<file path="config.mk">
export PLATFORM = sky130hd
export DESIGN_NAME = tcp_channel
export DESIGN_NICKNAME = d
export VERILOG_FILES = /design/src/hdl/tcp_pkg.sv /design/src/hdl/tcp_dead_time.sv /design/src/hdl/tcp_channel.sv
export SDC_FILE = /design/constraint.sdc
export NUM_CORES = 1
export LEC_CHECK = 0
export BUFFER_PORTS_ARGS = -buffer_cell sky130_fd_sc_hd__buf_2
export CAP_MARGIN = 30
export CORE_MARGIN = 10
export CORE_UTILIZATION = 40
export CTS_CLUSTER_SIZE = 10
export DETAILED_ROUTE_END_ITERATION = 10
export SETUP_SLACK_MARGIN = 0.3
export SYNTH_ARGS = -nofsm -noshare
export SYNTH_HDL_FRONTEND = slang
export SYNTH_SLANG_ARGS = --single-unit
</file>
<file path="constraint.sdc">
create_clock -name sys_clk -period 3.1 [get_ports sys_clk]
set_input_delay 0.31 -clock sys_clk [delete_from_list [all_inputs] [get_ports sys_clk]]
set_output_delay 0.31 -clock sys_clk [all_outputs]
set_load 0.05 [all_outputs]
</file>
<file path="src/hdl/tcp_pkg.sv">
// Constants, register map and mode codes of the timer/counter/PWM channel
package tcp_pkg;
   // ---------------------------------------------------------------
   // Register byte offsets
   // ---------------------------------------------------------------
   localparam logic [7:0] OFS_CTRL = 8'h00;
   localparam logic [7:0] OFS_PERIOD = 8'h04;
   localparam logic [7:0] OFS_CMP0 = 8'h08;
   localparam logic [7:0] OFS_CMP1 = 8'h0C;
   localparam logic [7:0] OFS_CAPTURE = 8'h10;
   localparam logic [7:0] OFS_COUNTER = 8'h14;
   localparam logic [7:0] OFS_DEADTIME = 8'h18;
   localparam logic [7:0] OFS_STATUS = 8'h1C;

   // ---------------------------------------------------------------
   // Control fields
   // ---------------------------------------------------------------
   localparam int CTRL_MODE_LSB = 0;
   localparam int CTRL_MODE_W = 3;
   localparam int CTRL_EN_BIT = 3;
   localparam int CTRL_ONESHOT_BIT = 4;
   localparam int CTRL_KILL_TRUE_BIT = 5;
   localparam int CTRL_KILL_COMP_BIT = 6;
   localparam int CTRL_PRESC_LSB = 8;
   localparam int PRESC_W = 8;
   localparam logic [31:0] CTRL_RESET = 32'h0000_0000;

   // ---------------------------------------------------------------
   // Dead time fields
   // ---------------------------------------------------------------
   localparam int DT8_W = 8;
   localparam int DT16_W = 16;
   localparam int DT_COMP_LSB = 16;
   localparam logic [31:0] DEADTIME_RESET = 32'h0000_0000;

   // ---------------------------------------------------------------
   // Status bits
   // ---------------------------------------------------------------
   localparam int ST_RUN_BIT = 0;
   localparam int ST_KILL_BIT = 1;
   localparam int ST_TRUE_BIT = 2;
   localparam int ST_COMP_BIT = 3;

   // Galois feedback taps of the pseudo-random sequence
   localparam logic [15:0] LFSR_TAPS = 16'hB400;
   localparam int SYNC_N = 5;

   typedef enum logic [2:0]
   {
      MODE_TIMER = 3'h0,
      MODE_CAPTURE = 3'h1,
      MODE_QUAD = 3'h2,
      MODE_PWM = 3'h3,
      MODE_PWM_DEAD_TIME_MODE = 3'h4,
      MODE_PSEUDO_RANDOM_PWM_MODE = 3'h5,
      MODE_SHIFT = 3'h6,
      MODE_MOTOR = 3'h7
   } tcp_mode_t;
endpackage : tcp_pkg

</file>
<file path="src/hdl/tcp_dead_time.sv">
// Dead time inserter producing a true/complement output pair
`timescale 1ns/10ps
module tcp_dead_time
(
   // Clock and reset
   input wire logic sys_clk,
   input wire logic nrst,
   // Raw waveform and delays
   input wire logic raw,
   input wire logic [15:0] dt_true,
   input wire logic [15:0] dt_comp,
   // Output pair
   output logic pwm_true,
   output logic pwm_comp
);
   logic raw_q, raw_d;
   logic [15:0] cnt_q, cnt_d;
   logic t_q, t_d;
   logic c_q, c_d;

   always_comb
   begin
      raw_d = raw;
      cnt_d = cnt_q;
      t_d = t_q;
      c_d = c_q;
      if (raw != raw_q)
      begin
         t_d = 1'b0;
         c_d = 1'b0;
         cnt_d = raw ? dt_true : dt_comp;
         if ((raw ? dt_true : dt_comp) == 16'h0000)
         begin
            t_d = raw;
            c_d = !raw;
         end
      end
      else if (cnt_q != 16'h0000)
      begin
         cnt_d = cnt_q - 16'h0001;
         if (cnt_q == 16'h0001)
         begin
            t_d = raw_q;
            c_d = !raw_q;
         end
      end
      else
      begin
         t_d = raw_q;
         c_d = !raw_q;
      end
   end

   always_ff @(posedge sys_clk or negedge nrst)
   begin
      if (!nrst)
      begin
         raw_q <= 1'b0;
         cnt_q <= 16'h0000;
         t_q <= 1'b0;
         c_q <= 1'b0;
      end
      else
      begin
         raw_q <= raw_d;
         cnt_q <= cnt_d;
         t_q <= t_d;
         c_q <= c_d;
      end
   end

   assign pwm_true = t_q;
   assign pwm_comp = c_q;
endmodule : tcp_dead_time

</file>
<file path="src/hdl/tcp_channel.sv">
// One timer/counter/PWM channel with an Avalon-MM register slave
// How it works
// - Counter width is a 16 or 32 bit parameter; period set by software.
// - A capture event copies the current count into the capture register.
// - At count equal period, counter halts (one-shot) or reloads.
// - Compare registers against count form the PWM duty cycle.
// - Mode field selects timer, capture, quad, PWM, dead-time, random, shift.
// - Dead-time PWM mode delays complementary edges by an 8-bit count.
// - Motor mode: asymmetric PWM, separate 16-bit dead times per output.
// - True and complement outputs separated by programmable dead-time offset.
// - In PWM modes the kill input forces outputs to preset levels.
`timescale 1ns/10ps
module tcp_channel
#(
   parameter int W = 16,
   parameter int MOTOR = 1
)
(
   // Clock and reset
   input wire logic sys_clk,
   input wire logic nrst,
   // Avalon-MM slave
   input wire logic [7:0] avs_address,
   input wire logic avs_read,
   input wire logic avs_write,
   input wire logic [31:0] avs_writedata,
   input wire logic [3:0] avs_byteenable,
   output logic [31:0] avs_readdata,
   output logic avs_waitrequest,
   // Event pins
   input wire logic capture_in,
   input wire logic phase_a,
   input wire logic phase_b,
   input wire logic shift_in,
   input wire logic kill_in,
   // PWM pair
   output logic pwm_true,
   output logic pwm_comp
);
   // ---------------------------------------------------------------
   // Declarations
   // ---------------------------------------------------------------
   localparam int PRESC_W_L = tcp_pkg::PRESC_W;

   logic wait_q, wait_d;
   logic [31:0] rdata_q, rdata_d;
   logic [31:0] rmux;
   logic wr_go;
   logic [31:0] ctrl_q, ctrl_d;
   logic [31:0] dt_q, dt_d;
   logic [W-1:0] period_q, period_d;
   logic [W-1:0] cmp0_q, cmp0_d;
   logic [W-1:0] cmp1_q, cmp1_d;
   logic [W-1:0] capt_q, capt_d;
   logic [W-1:0] cnt_q, cnt_d;
   logic run_q, run_d;
   logic [PRESC_W_L-1:0] presc_q, presc_d;
   logic [tcp_pkg::SYNC_N-1:0] s1_q, s2_q, s3_q;
   logic tick, cap_rise, quad_step, quad_up, pwm_fam, kill_act;
   logic raw;
   logic [15:0] dtt, dtc;
   logic dt_true, dt_comp;
   logic true_q, true_d, comp_q, comp_d;
   tcp_pkg::tcp_mode_t mode;

   function automatic logic [31:0] be_merge(input logic [31:0] old, input logic [31:0] nw,
                                            input logic [3:0] be);
      logic [31:0] r;
      r = old;
      for (int i = 0; i < 4; i++)
      begin
         if (be[i])
         begin
            r[i*8 +: 8] = nw[i*8 +: 8];
         end
      end
      return r;
   endfunction : be_merge

   // ---------------------------------------------------------------
   // Pin synchronisers
   // ---------------------------------------------------------------
   always_ff @(posedge sys_clk or negedge nrst)
   begin
      if (!nrst)
      begin
         s1_q <= '0;
         s2_q <= '0;
         s3_q <= '0;
      end
      else
      begin
         s1_q <= {kill_in, shift_in, phase_b, phase_a, capture_in};
         s2_q <= s1_q;
         s3_q <= s2_q;
      end
   end

   // ---------------------------------------------------------------
   // Bus slave
   // ---------------------------------------------------------------
   assign wr_go = avs_write && !wait_q;

   always_comb
   begin
      case (avs_address)
         tcp_pkg::OFS_CTRL: rmux = ctrl_q;
         tcp_pkg::OFS_PERIOD: rmux = 32'(period_q);
         tcp_pkg::OFS_CMP0: rmux = 32'(cmp0_q);
         tcp_pkg::OFS_CMP1: rmux = 32'(cmp1_q);
         tcp_pkg::OFS_CAPTURE: rmux = 32'(capt_q);
         tcp_pkg::OFS_COUNTER: rmux = 32'(cnt_q);
         tcp_pkg::OFS_DEADTIME: rmux = dt_q;
         tcp_pkg::OFS_STATUS: rmux = {28'h000_0000, comp_q, true_q, kill_act, run_q};
         default: rmux = 32'h0000_0000;
      endcase
      wait_d = 1'b1;
      rdata_d = rdata_q;
      if ((avs_read || avs_write) && wait_q)
      begin
         wait_d = 1'b0;
         rdata_d = avs_read ? rmux : 32'h0000_0000;
      end
   end

   always_ff @(posedge sys_clk or negedge nrst)
   begin
      if (!nrst)
      begin
         wait_q <= 1'b1;
         rdata_q <= 32'h0000_0000;
      end
      else
      begin
         wait_q <= wait_d;
         rdata_q <= rdata_d;
      end
   end

   // ---------------------------------------------------------------
   // Counter core
   // ---------------------------------------------------------------
   // Mode selection
   assign mode = tcp_pkg::tcp_mode_t'(ctrl_q[tcp_pkg::CTRL_MODE_LSB +: tcp_pkg::CTRL_MODE_W]);
   assign tick = run_q && (presc_q == ctrl_q[tcp_pkg::CTRL_PRESC_LSB +: PRESC_W_L]);
   assign cap_rise = s2_q[0] && !s3_q[0];
   assign quad_step = (s2_q[1] != s3_q[1]) || (s2_q[2] != s3_q[2]);
   assign quad_up = s2_q[1] ^ s3_q[2];

   always_comb
   begin
      ctrl_d = ctrl_q;
      period_d = period_q;
      cmp0_d = cmp0_q;
      cmp1_d = cmp1_q;
      dt_d = dt_q;
      cnt_d = cnt_q;
      capt_d = capt_q;
      run_d = run_q;
      presc_d = (!run_q || tick) ? '0 : presc_q + 1'b1;
      if (run_q)
      begin
         case (mode)
            tcp_pkg::MODE_QUAD:
            begin
               if (quad_step)
               begin
                  cnt_d = quad_up ? cnt_q + W'(1) : cnt_q - W'(1);
               end
            end
            tcp_pkg::MODE_PSEUDO_RANDOM_PWM_MODE:
            begin
               if (tick)
               begin
                  cnt_d = (cnt_q == '0) ? W'(1) :
                          ((cnt_q >> 1) ^ (cnt_q[0] ? W'(tcp_pkg::LFSR_TAPS) : '0));
               end
            end
            tcp_pkg::MODE_SHIFT:
            begin
               if (tick)
               begin
                  cnt_d = {cnt_q[W-2:0], s2_q[3]};
               end
            end
            default:
            begin
               if (tick && cnt_q == period_q)
               begin
                  if (ctrl_q[tcp_pkg::CTRL_ONESHOT_BIT])
                  begin
                     run_d = 1'b0;
                  end
                  else
                  begin
                     cnt_d = '0;
                  end
               end
               else if (tick)
               begin
                  cnt_d = cnt_q + W'(1);
               end
            end
         endcase
      end
      if (mode == tcp_pkg::MODE_CAPTURE && cap_rise)
      begin
         capt_d = cnt_q;
      end
      if (wr_go)
      begin
         case (avs_address)
            tcp_pkg::OFS_CTRL:
            begin
               ctrl_d = be_merge(ctrl_q, avs_writedata, avs_byteenable);
               run_d = ctrl_d[tcp_pkg::CTRL_EN_BIT];
            end
            tcp_pkg::OFS_PERIOD: period_d = W'(be_merge(32'(period_q), avs_writedata,
                                                        avs_byteenable));
            tcp_pkg::OFS_CMP0: cmp0_d = W'(be_merge(32'(cmp0_q), avs_writedata, avs_byteenable));
            tcp_pkg::OFS_CMP1: cmp1_d = W'(be_merge(32'(cmp1_q), avs_writedata, avs_byteenable));
            tcp_pkg::OFS_COUNTER: cnt_d = W'(be_merge(32'(cnt_q), avs_writedata, avs_byteenable));
            tcp_pkg::OFS_DEADTIME: dt_d = be_merge(dt_q, avs_writedata, avs_byteenable);
            default: ctrl_d = ctrl_q;
         endcase
      end
   end

   always_ff @(posedge sys_clk or negedge nrst)
   begin
      if (!nrst)
      begin
         ctrl_q <= tcp_pkg::CTRL_RESET;
         dt_q <= tcp_pkg::DEADTIME_RESET;
         period_q <= '0;
         cmp0_q <= '0;
         cmp1_q <= '0;
         capt_q <= '0;
         cnt_q <= '0;
         run_q <= 1'b0;
         presc_q <= '0;
      end
      else
      begin
         ctrl_q <= ctrl_d;
         dt_q <= dt_d;
         period_q <= period_d;
         cmp0_q <= cmp0_d;
         cmp1_q <= cmp1_d;
         capt_q <= capt_d;
         cnt_q <= cnt_d;
         run_q <= run_d;
         presc_q <= presc_d;
      end
   end

   // ---------------------------------------------------------------
   // Waveform and outputs
   // ---------------------------------------------------------------
   always_comb
   begin
      raw = 1'b0;
      dtt = 16'h0000;
      dtc = 16'h0000;
      case (mode)
         tcp_pkg::MODE_PWM, tcp_pkg::MODE_PSEUDO_RANDOM_PWM_MODE: raw = cnt_q < cmp0_q;
         tcp_pkg::MODE_PWM_DEAD_TIME_MODE:
         begin
            raw = cnt_q < cmp0_q;
            dtt = 16'(dt_q[tcp_pkg::DT8_W-1:0]);
            dtc = 16'(dt_q[tcp_pkg::DT8_W-1:0]);
         end
         tcp_pkg::MODE_MOTOR:
         begin
            if (MOTOR != 0)
            begin
               raw = (cnt_q >= cmp0_q) && (cnt_q < cmp1_q);
               dtt = dt_q[tcp_pkg::DT16_W-1:0];
               dtc = dt_q[tcp_pkg::DT_COMP_LSB +: tcp_pkg::DT16_W];
            end
            else
            begin
               raw = cnt_q < cmp0_q;
            end
         end
         tcp_pkg::MODE_SHIFT: raw = cnt_q[W-1];
         default: raw = 1'b0;
      endcase
   end

   tcp_dead_time u_dead_time
   (
      .sys_clk(sys_clk),
      .nrst(nrst),
      .raw(raw),
      .dt_true(dtt),
      .dt_comp(dtc),
      .pwm_true(dt_true),
      .pwm_comp(dt_comp)
   );

   assign pwm_fam = (mode == tcp_pkg::MODE_PWM) || (mode == tcp_pkg::MODE_PWM_DEAD_TIME_MODE) ||
                    (mode == tcp_pkg::MODE_PSEUDO_RANDOM_PWM_MODE) || (mode == tcp_pkg::MODE_MOTOR);
   assign kill_act = s2_q[4] && pwm_fam;

   always_comb
   begin
      true_d = kill_act ? ctrl_q[tcp_pkg::CTRL_KILL_TRUE_BIT] : dt_true;
      comp_d = kill_act ? ctrl_q[tcp_pkg::CTRL_KILL_COMP_BIT] : dt_comp;
   end

   always_ff @(posedge sys_clk or negedge nrst)
   begin
      if (!nrst)
      begin
         true_q <= 1'b0;
         comp_q <= 1'b0;
      end
      else
      begin
         true_q <= true_d;
         comp_q <= comp_d;
      end
   end

   assign pwm_true = true_q;
   assign pwm_comp = comp_q;
   assign avs_readdata = rdata_q;
   assign avs_waitrequest = wait_q;
endmodule : tcp_channel

</file>
After elaboration in Yosys (flattened, before gate mapping)
Index checks and enable logic that the tools add are counted.
Widths: inputs -> output; s select.
{"block": "totals", "reg_bits": 220, "latchBits": 0, "mem_bits_rw": 0, "romBits": 0, "inputBits": 53, "output_inout_bits": 35, "elab_cells": 146, "memories": 0}
{"block": "op_classes", "addsub": 4, "n_mul": 0, "div": 0, "order_cmp": 3, "n_eq_ne": 23, "n_shift": 0, "n_mux": 42, "bitwise": 2, "reduce_logical": 41}
{"op": "$pmux 32 s8", "count": 1}
{"op": "$mux 16", "count": 15}
{"op": "$pmux 16 s2", "count": 2}
{"op": "$pmux 16 s3", "count": 1}
{"op": "$reduce_and 3->1", "count": 14}
{"op": "$eq 8x5->1 const B", "count": 4}
{"op": "$logic_not 16->1", "count": 2}
{"op": "$lt 16x16->1", "count": 2}
{"op": "$mux 32", "count": 1}
{"op": "$sub 16x1->16 const B", "count": 2}
{"op": "$mux 8", "count": 3}
{"op": "$mux 1", "count": 17}
{"op": "$add 16x1->16 const B", "count": 1}
{"op": "$eq 16x1->1 const B", "count": 1}
{"op": "$eq 16x16->1", "count": 1}
{"op": "$eq 8x4->1 const B", "count": 2}
{"op": "$ge 16x16->1", "count": 1}
{"op": "$reduce_bool 16->1", "count": 1}
{"op": "$xor 15x16->16", "count": 1}
{"op": "$eq 3x3->1 const B", "count": 4}
{"op": "$add 8x1->8 const B", "count": 1}
{"op": "$eq 8x3->1 const B", "count": 1}
{"op": "$eq 8x8->1", "count": 1}
{"op": "$logic_and 1x1->1", "count": 8}
{"op": "14 further kinds", "count": 28}

Logic depth before layout (Yosys ltp)
Gate-level depths: netlist (run 1).
{"block": "logic_depth", "depth_word": 8, "mapped_depth": 13, "mapped_depth_nobuf": 10}

Modules after synthesis
From an unflattened synthesis (run 1), not the netlist that was laid out.
{"block": "unflattened", "hier_cells": 1335, "area_unflattened_um2": 13027.5}
{"mod": "tcp_channel", "n_inst": 1, "cells_each": 1162, "area_per_inst_um2": 11563.6, "seq_area_each_um2": 5031.1}
{"mod": "tcp_dead_time", "n_inst": 1, "cells_each": 173, "area_per_inst_um2": 1463.9, "seq_area_each_um2": 475.5}

Worst setup path after synthesis (run 1)
No wires, ideal clock.
{"block": "synth_timing", "path_type": "register to register", "from": "reg cnt_q[0]", "to": "reg u_dead_time.cnt_q[0]", "setup_ns": 0.087, "t_arrival_ns": 2.601, "t_required_ns": 3.013, "setup_slack_ns": 0.412, "stages_incl_launch_ff": 12, "n_path_buf": 2, "synth_period_minus_slack_ns": 2.688, "cell_sequence": "dfrtp_1 > buf_1 > inv_1 > ha_1 > o21ai_0 > a21oi_1 > or2_2 > a211oi_2 > o21ai_4 > buf_6 > or3_1 > o211ai_1"}
{"block": "synth_between", "elab_chain_len": 5, "word_cells_on_any_way": 9, "cone_classes": "order compare: 3; eq/ne: 1; mux: 3; reduce/logical: 2"}
{"element": "start: declaration", "line_no": "tcp_channel.sv:55", "source": "logic [W-1:0] cnt_q, cnt_d;"}
{"element": "start signal: assignment", "line_no": "tcp_channel.sv:251", "source": "cnt_q <= cnt_d;"}
{"element": "$ge 16x16->1 or $lt 16x16->1 (tied branches)", "line_no": "tcp_channel.sv:277", "source": "raw = (cnt_q >= cmp0_q) && (cnt_q < cmp1_q);"}
{"element": "$logic_and 1x1->1", "line_no": "tcp_channel.sv:277"}
{"element": "$pmux 1 s3 *", "line_no": "tcp_channel.sv:265", "source": "case (mode)"}
{"element": "$mux 16 or $ne 1x1->1 (tied branches)", "line_no": "tcp_dead_time.sv:31, tcp_dead_time.sv:27"}
{"element": "$mux 16 or $reduce_bool 2->1 (tied branches)"}
{"element": "end signal: assignment", "line_no": "tcp_dead_time.sv:66", "source": "cnt_q <= cnt_d;"}
{"element": "end: declaration", "line_no": "tcp_dead_time.sv:17", "source": "logic [15:0] cnt_q, cnt_d;"}
Every way passes the cells marked *; elsewhere a longest branch is shown, timed or not.
A chain may end at the register's enable or synchronous reset.

Final worst setup path (run 1)
{"block": "layout_timing", "from": "reg cnt_q[9]", "to": "reg u_dead_time.cnt_q[15]"}
The elaborated chain is that of the path after synthesis.

==> results.sh, run 1 <==
export IMPL_track_usage_pct=21.23
export IMPL_synth_edf_count=0
export IMPL_drt_wl_total_um=43150
export IMPL_synth_fa_ha_area_share_pct=3.510
export IMPL_muxShareOfSynthArea_pct=12.89
export IMPL_synthCells=1260
export IMPL_maxSlewHeadroom_pct=44.98
export IMPL_drv_slew=0
export IMPL_drtPass1Iterations=6
export IMPL_clk_pin_slew_ns=0.06
export IMPL_drc=0
export IMPL_period_share_pct=90.56
export IMPL_cts_root_buf="clkbuf_16"
export IMPL_grt_pass1_wl_um=66120
export IMPL_post_drt_wl_per_cell_um=23.71
export IMPL_numCtsBuffers=27
export IMPL_rr_endpoint="u_dead_time.cnt_q[15]$_DFFE_PN0P_"
export IMPL_r2r_slack_ns=0.29
export IMPL_layout_nets=1491
export IMPL_synth_warnings=0
export IMPL_clk_latency_ns=0.54
export IMPL_via_per_inst=6.082
export IMPL_whs_endpoint="ctrl_q[20]$_DFFE_PN0P_"
export IMPL_drtIter0Drc=1366
export IMPL_synth_top_area_cell="dfrtp_1"
export IMPL_worstHoldPathCells=2
export IMPL_io_buffer_count=87
export IMPL_overflow=0
export IMPL_synthXorXnorAreaFrac_pct=4.437
export IMPL_run_status="complete, no violations"
export IMPL_nFillCells=2917
export IMPL_yosys_register_bits=220
export IMPL_vias=11070
export IMPL_multiInputGateArea_um2=6883
export IMPL_die_w_um=199.1
export IMPL_reg2reg_from="cnt_q[9]$_DFFE_PN0P_"
export IMPL_min_period_ns=2.807
export IMPL_cp_required_ns=3.51
export IMPL_finalSetupTns_ns=0
export IMPL_regArea_um2=5517
export IMPL_r2r_cells=10
export IMPL_rows=65
export IMPL_final_hold_violation_count=0
export IMPL_ys_types=92
export IMPL_gp_congestion=0.9463
export IMPL_first_global_vias=11020
export IMPL_synth_area_leaders="dfrtp_1 (43%), mux2_2 (11%), ha_1 (3.5%), nand2_1 (3.3%), a22oi_1 (3.2%)"
export IMPL_clock_skew_ns=0.02273
export IMPL_cts_tree="done"
export IMPL_coreArea_um2=31640
export IMPL_initial_core_util_pct=40.56
export IMPL_ys_async_sr_fraction_pct=100.0
export IMPL_synth_simple_area_share_pct=13.50
export IMPL_dp_hpwl_um=31480
export IMPL_ir_worst_vdd_mv=0.3787
export IMPL_fin_area_um2=15240
export IMPL_ios=88
export IMPL_synth_flop_cell="dfrtp_1"
export IMPL_synth_common_cells="dfrtp_1 (219), mux2_2 (121), nand2_1 (112)"
export IMPL_crit_fanout=5
export IMPL_maxCapViolations=0
export IMPL_ant_nets=0
export IMPL_dieArea_um2=39640
export IMPL_yosysMostFrequentCell="dfrtp_1"
export IMPL_total_leakage_power_nw=6.926
export IMPL_cts_sinks=220
export IMPL_place_area_um2=13970
export IMPL_antenna_found_initial=0
export IMPL_ys_seq_area_share_pct=42.92
export IMPL_crit_path_end_kind="flop"
export IMPL_die_h_um=199.1
export IMPL_setup_slack_ns=0.2925
export IMPL_clockBufferDepth=3
export IMPL_drive_gt1_share_pct=28.77
export IMPL_setup_viol=0
export IMPL_yosysTopAreaCellShare_pct=42.71
export IMPL_crit_type="flop to flop"
export IMPL_grt_max_degree=87
export IMPL_worst_pin_slew_ns=0.8251
export IMPL_avgSynthCellArea_um2=10.18
export IMPL_cts_max_level=1
export IMPL_syn_to_final_growth_pct=18.78
export IMPL_power_density_nw_per_um2=510.6
export IMPL_antenna_cells=0
export IMPL_cp_start_kind="flop"
export IMPL_hp_class="input pin to flop"
export IMPL_clock_fmax_ghz=0.3562
export IMPL_rsz0062_at_grt="true"
export IMPL_critPathArrivalTime_ns=3.22
export IMPL_netlist_area_um2=12830
export IMPL_post_place_ws_ns=0.1506
export IMPL_synth_compound_area_share_pct=17.92
export IMPL_syn_nets=1349
export IMPL_synth_top_family_by_area="compound AO/OA/AOI/OAI gates"
export IMPL_min_delay_start="avs_writedata[20]"
-- worst max-delay path by stage --
stage                           from                           endpoint  slack, ns
2_1_floorplan   cnt_q[0]$_DFFE_PN0P_   u_dead_time.cnt_q[0]$_DFFE_PN0P_       0.41
3_3_place_gp   cnt_q[10]$_DFFE_PN0P_  u_dead_time.cnt_q[11]$_DFFE_PN0P_       0.30
3_5_place_dp    presc_q[0]$_DFF_PN0_               cnt_q[4]$_DFFE_PN0P_       0.15
4_1_cts         cnt_q[9]$_DFFE_PN0P_   u_dead_time.cnt_q[0]$_DFFE_PN0P_       0.30
5_1_grt         cnt_q[9]$_DFFE_PN0P_  u_dead_time.cnt_q[15]$_DFFE_PN0P_       0.15
6_report        cnt_q[9]$_DFFE_PN0P_  u_dead_time.cnt_q[15]$_DFFE_PN0P_       0.29
-- flip-flops by register name, summed over array words and instances (netlist names), 8 cells and up --
register / count
avs_readdata: 32
capt_q: 16
cmp0_q: 16
cmp1_q: 16
cnt_q: 16
ctrl_q: 32
dt_q: 32
period_q: 16
presc_q: 8
u_dead_time.cnt_q: 16
-- metal layers --
metal / track usage (%) / routed length (µm) / up-vias
met5: 0 / 0 / -
met2: 34.89 / 20150 / 513
met1: 27.29 / 18070 / 5455
met3: 3.045 / 2994 / 147
met4: 9.127 / 1935 / 0
li1: - / - / 4955
-- cells by family after synthesis --
family | count (synthesis)
AND/OR/NAND/NOR | 335
AO/OA/AOI/OAI | 333
flip-flops | 220
multiplexers | 146
buffers and inverters | 125
XOR/XNOR | 65
adder cells (fa/ha/maj) | 36
-- worst max-delay path: stages, from the launching register on --
cell and delay (ns):
dfrtp_1 0.43, ha_4 0.24, a21o_1 0.15, a21o_1 0.16, a221o_1 0.35, a2111oi_4 0.38
o21ai_2 0.15, o21ai_4 0.22, buf_4 0.17, xnor2_2 0.13, o32ai_1 0.31
-- cells in the final DEF (no fill, tap or decap), types with 15 or more instances in the layout --
| cell type | Yosys | layout |
|---|---|---|
| inv_1 | 39 | 38 |
| ha_1 | 36 | 28 |
| buf_2 | 22 | 86 |
| nand3_1 | 28 | 27 |
| xnor2_1 | 35 | 34 |
| a22oi_1 | 55 | 55 |
| mux2_2 | 121 | 118 |
| buf_4 | 4 | 94 |
| nand2_1 | 112 | 112 |
| dfrtp_1 | 219 | 211 |
| nor2_1 | 64 | 64 |
| and3_1 | 26 | 23 |
| o21ai_0 | 74 | 74 |
| nor4_1 | 20 | 19 |
| nor3_1 | 17 | 17 |
| clkbuf_16 | 0 | 28 |
| xor2_1 | 30 | 30 |
| a21o_1 | 19 | 19 |
| a222oi_1 | 15 | 15 |
| o22ai_1 | 19 | 19 |
| mux2i_1 | 19 | 19 |
| a21oi_1 | 54 | 54 |
-- where the power goes --
group | internal (mW) | switching [mW] | leakage, nW
sequential | 3.06 | 0.240 | 2.89
combinational | 0.630 | 0.920 | 3.65
clock | 1.75 | 1.19 | 0.388
total | 5.43 | 2.35 | 6.93
-- final cells by class --
cell class / instances / area share, %
clock inverters: 2 / 0.2299
clock buffers: 43 / 5.024
inverters: 40 / 0.9851
repair buffers: 198 / 9.104
multi-input cells: 915 / 45.16
flip-flops and latches: 220 / 36.20
well taps: 402 / 3.300
-- repair_timing --
action	4_1_cts	5_1_grt
pin swaps	2	10
gates cloned	0	2
setup endpoints to repair	14	27
resized for setup	6	38
hold endpoints to repair	87	0
buffers inserted	0	19
hold buffers	6	0
-- metrics by stage --
| stage | power, mW | hold slack, ns | utilization [%] | cells |
|---|---|---|---|---|
| 2_1_floorplan | 4.264 | 0.01441 | - | 1260 |
| 3_3_place_gp | 4.759 | 0.3322 | 44.16 | 1748 |
| 3_5_place_dp | 4.787 | 0.3347 | 44.16 | 1748 |
| 4_1_cts | 7.757 | 0.002961 | 46.96 | 1799 |
| 5_1_grt | 8.132 | 0.01608 | 48.17 | 1820 |
| 6_report | 7.782 | 0.02256 | 48.17 | 1820 |
Note: power is estimated with default switching activity, not from simulation.
==> inputs of run 2 (changes only) <==
--- a/config.mk
+++ b/config.mk
@@ -7,7 +7,7 @@
 export LEC_CHECK = 0
 export BUFFER_PORTS_ARGS = -buffer_cell sky130_fd_sc_hd__buf_2
 export CAP_MARGIN = 30
-export CORE_MARGIN = 10
+export CORE_MARGIN = 5
 export CORE_UTILIZATION = 40
 export CTS_CLUSTER_SIZE = 10
 export DETAILED_ROUTE_END_ITERATION = 10
==> run 2 against run 1 <==
  * Sequential cell count is the same
  * First-iteration DRC count is 28% lower
  * Clock skew decreased by 0.011 ns
  * Power decreased by 1.3%
  * Sequential power hardly changed
  * Core utilization shrank 0.78 points
  * Non-clock buffer count fell by 17
  * Hold slack improved by 0.013 ns
  * Largest power group unchanged
  * Register-to-register slack better by 0.02 ns
  * Global-route usage increased by 1.3 points
  * Worst setup slack better by 0.024 ns
  * Critical endpoint is now u_dead_time.cnt_q[14]$_DFFE_PN0P_
==> results.sh, run 2 (synthesis results as in run 1) <==
export IMPL_run_status="complete, no violations"
export IMPL_regArea_um2=5512
export IMPL_cp_start_kind="flop"
export IMPL_place_inst=1740
export IMPL_crit_fanout=6
export IMPL_total_power_mw=7.682
export IMPL_crit_type="flop to flop"
export IMPL_cts_sinks=220
export IMPL_fin_util_pct=47.40
export IMPL_drive_gt1_share_pct=27.23
export IMPL_hp_class="input pin to flop"
export IMPL_setup_viol=0
export IMPL_dieArea_um2=35760
export IMPL_fin_area_um2=15000
export IMPL_drv_slew=0
export IMPL_overflow=0
export IMPL_via_per_inst=6.026
export IMPL_die_h_um=189.1
export IMPL_vias=10850
export IMPL_clockBufferDepth=3
export IMPL_syn_to_final_growth_pct=16.87
export IMPL_post_place_ws_ns=0.2902
export IMPL_maxSlewHeadroom_pct=50.38
export IMPL_coreArea_um2=31640
export IMPL_clock_fmax_ghz=0.3593
export IMPL_grt_max_degree=77
export IMPL_gp_congestion=0.9670
export IMPL_critPathArrivalTime_ns=3.21
export IMPL_startpoint="cmp1_q[11]$_DFFE_PN0P_"
export IMPL_drtIter0Drc=989
export IMPL_r2r_slack_ns=0.32
export IMPL_whs_ns=0.03598
export IMPL_finalNonFillerCells=1801
export IMPL_cts_root_buf="clkbuf_16"
export IMPL_antenna_cells=0
export IMPL_cts_tree="done"
export IMPL_maxCapViolations=0
export IMPL_clock_skew_ns=0.01175
export IMPL_nFillCells=2974
export IMPL_cts_max_level=1
export IMPL_highest_layer="met5"
export IMPL_crit_path_end_kind="flop"
export IMPL_multiInputGateArea_um2=6822
export IMPL_antenna_found_initial=1
export IMPL_clk_pin_slew_ns=0.05
export IMPL_ir_worst_vdd_mv=0.3729
export IMPL_layout_nets=1474
export IMPL_drtPass1Iterations=6
export IMPL_r2r_cells=11
export IMPL_drt_wl_total_um=41760
export IMPL_ant_nets=0
export IMPL_die_w_um=189.1
export IMPL_rr_endpoint="u_dead_time.cnt_q[14]$_DFFE_PN0P_"
export IMPL_wl_met3_um=2758
export IMPL_endpoint="u_dead_time.cnt_q[14]$_DFFE_PN0P_"
export IMPL_post_drt_wl_per_cell_um=23.18
export IMPL_power_density_nw_per_um2=512.3
export IMPL_rsz0062_at_grt="true"
export IMPL_period_share_pct=89.77
export IMPL_io_buffer_count=87
export IMPL_clk_latency_ns=0.53
export IMPL_initial_core_util_pct=40.56
export IMPL_dp_hpwl_um=30730
export IMPL_final_hold_violation_count=0
export IMPL_worst_pin_slew_ns=0.7415
export IMPL_rows=65
export IMPL_total_leakage_power_nw=6.848
export IMPL_place_area_um2=13900
export IMPL_numCtsBuffers=27
export IMPL_layout_commonest_cell="dfrtp_1"
export IMPL_track_usage_pct=22.54
export IMPL_cp_required_ns=3.52
export IMPL_min_period_ns=2.783
export IMPL_finalSetupTns_ns=0
export IMPL_grt_pass1_wl_um=64510
export IMPL_met2_length_um=19920
export IMPL_reg2reg_from="cmp1_q[11]$_DFFE_PN0P_"
export IMPL_drt_met1_wl_um=17450
export IMPL_drc=0
export IMPL_final_cell_mix="dfrtp_1 (215), mux2_2 (118), nand2_1 (111)"
export IMPL_ios=88
export IMPL_setup_slack_ns=0.3170
export IMPL_first_global_vias=11090
export IMPL_worstHoldPathCells=2
==> run 2: cell count changes in the layout (fill, tap and decap cells not counted), sizes merged <==
| cell | previous run | this run |
|---|---|---|
| bufinv | 1 | 0 |
| clkbuf | 44 | 41 |
| clkinv | 2 | 3 |
| buf | 191 | 175 |
==> run 2: worst min path at each step <==
stage | startpoint | slack [ns] | end
2_1_floorplan | nrst | 0.01 | avs_readdata[0]$_DFFE_PN0P_
3_3_place_gp | nrst | 0.33 | avs_readdata[18]$_DFFE_PN0P_
3_5_place_dp | nrst | 0.32 | avs_readdata[19]$_DFFE_PN0P_
4_1_cts | avs_writedata[18] | 0.02 | dt_q[18]$_DFFE_PN0P_
5_1_grt | avs_writedata[21] | 0.03 | dt_q[21]$_DFFE_PN0P_
6_report | avs_writedata[18] | 0.04 | dt_q[18]$_DFFE_PN0P_
==> run 2: critical path: stages, from the launching register on <==
cell and delay [ns]:
dfrtp_1 0.34, inv_1 0.06, ha_1 0.32, and4_1 0.24
a221o_1 0.40, a2111oi_4 0.37, o21ai_2 0.14, o21ai_4 0.17
buf_12 0.14, buf_6 0.11, mux2_4 0.30, o32ai_2 0.12
==> run 2: area by class of cell <==
type	instances	share of cell area [%]
well taps	402	3.354
flip-flops and latches	220	36.75
multi-input cells	915	45.49
clock buffers	41	5.123
inverters	40	1.001
clock inverters	2	0.06675
repair buffers	181	8.210
==> run 2: timing repair <==
action,in CTS,in global routing
setup endpoints to repair,4,25
hold buffers,6,0
endpoints found under the hold margin,77,0
pin swaps,2,11
setup buffers,0,12
resized for setup,2,29
==> run 2: layer usage <==
metal  track usage, %  up-vias
li1                 -     4930
met1            29.65     5371
met2            38.47      449
met3            3.429      101
met4            7.007        2
met5                0        -
==> run 2: report_power, final <==
| part | leakage, nW | total, mW | internal (mW) | switching [mW] |
|---|---|---|---|---|
| registers | 2.89 | 3.29 | 3.06 | 0.232 |
| clock network | 0.381 | 2.85 | 1.68 | 1.17 |
| logic | 3.58 | 1.55 | 0.613 | 0.933 |
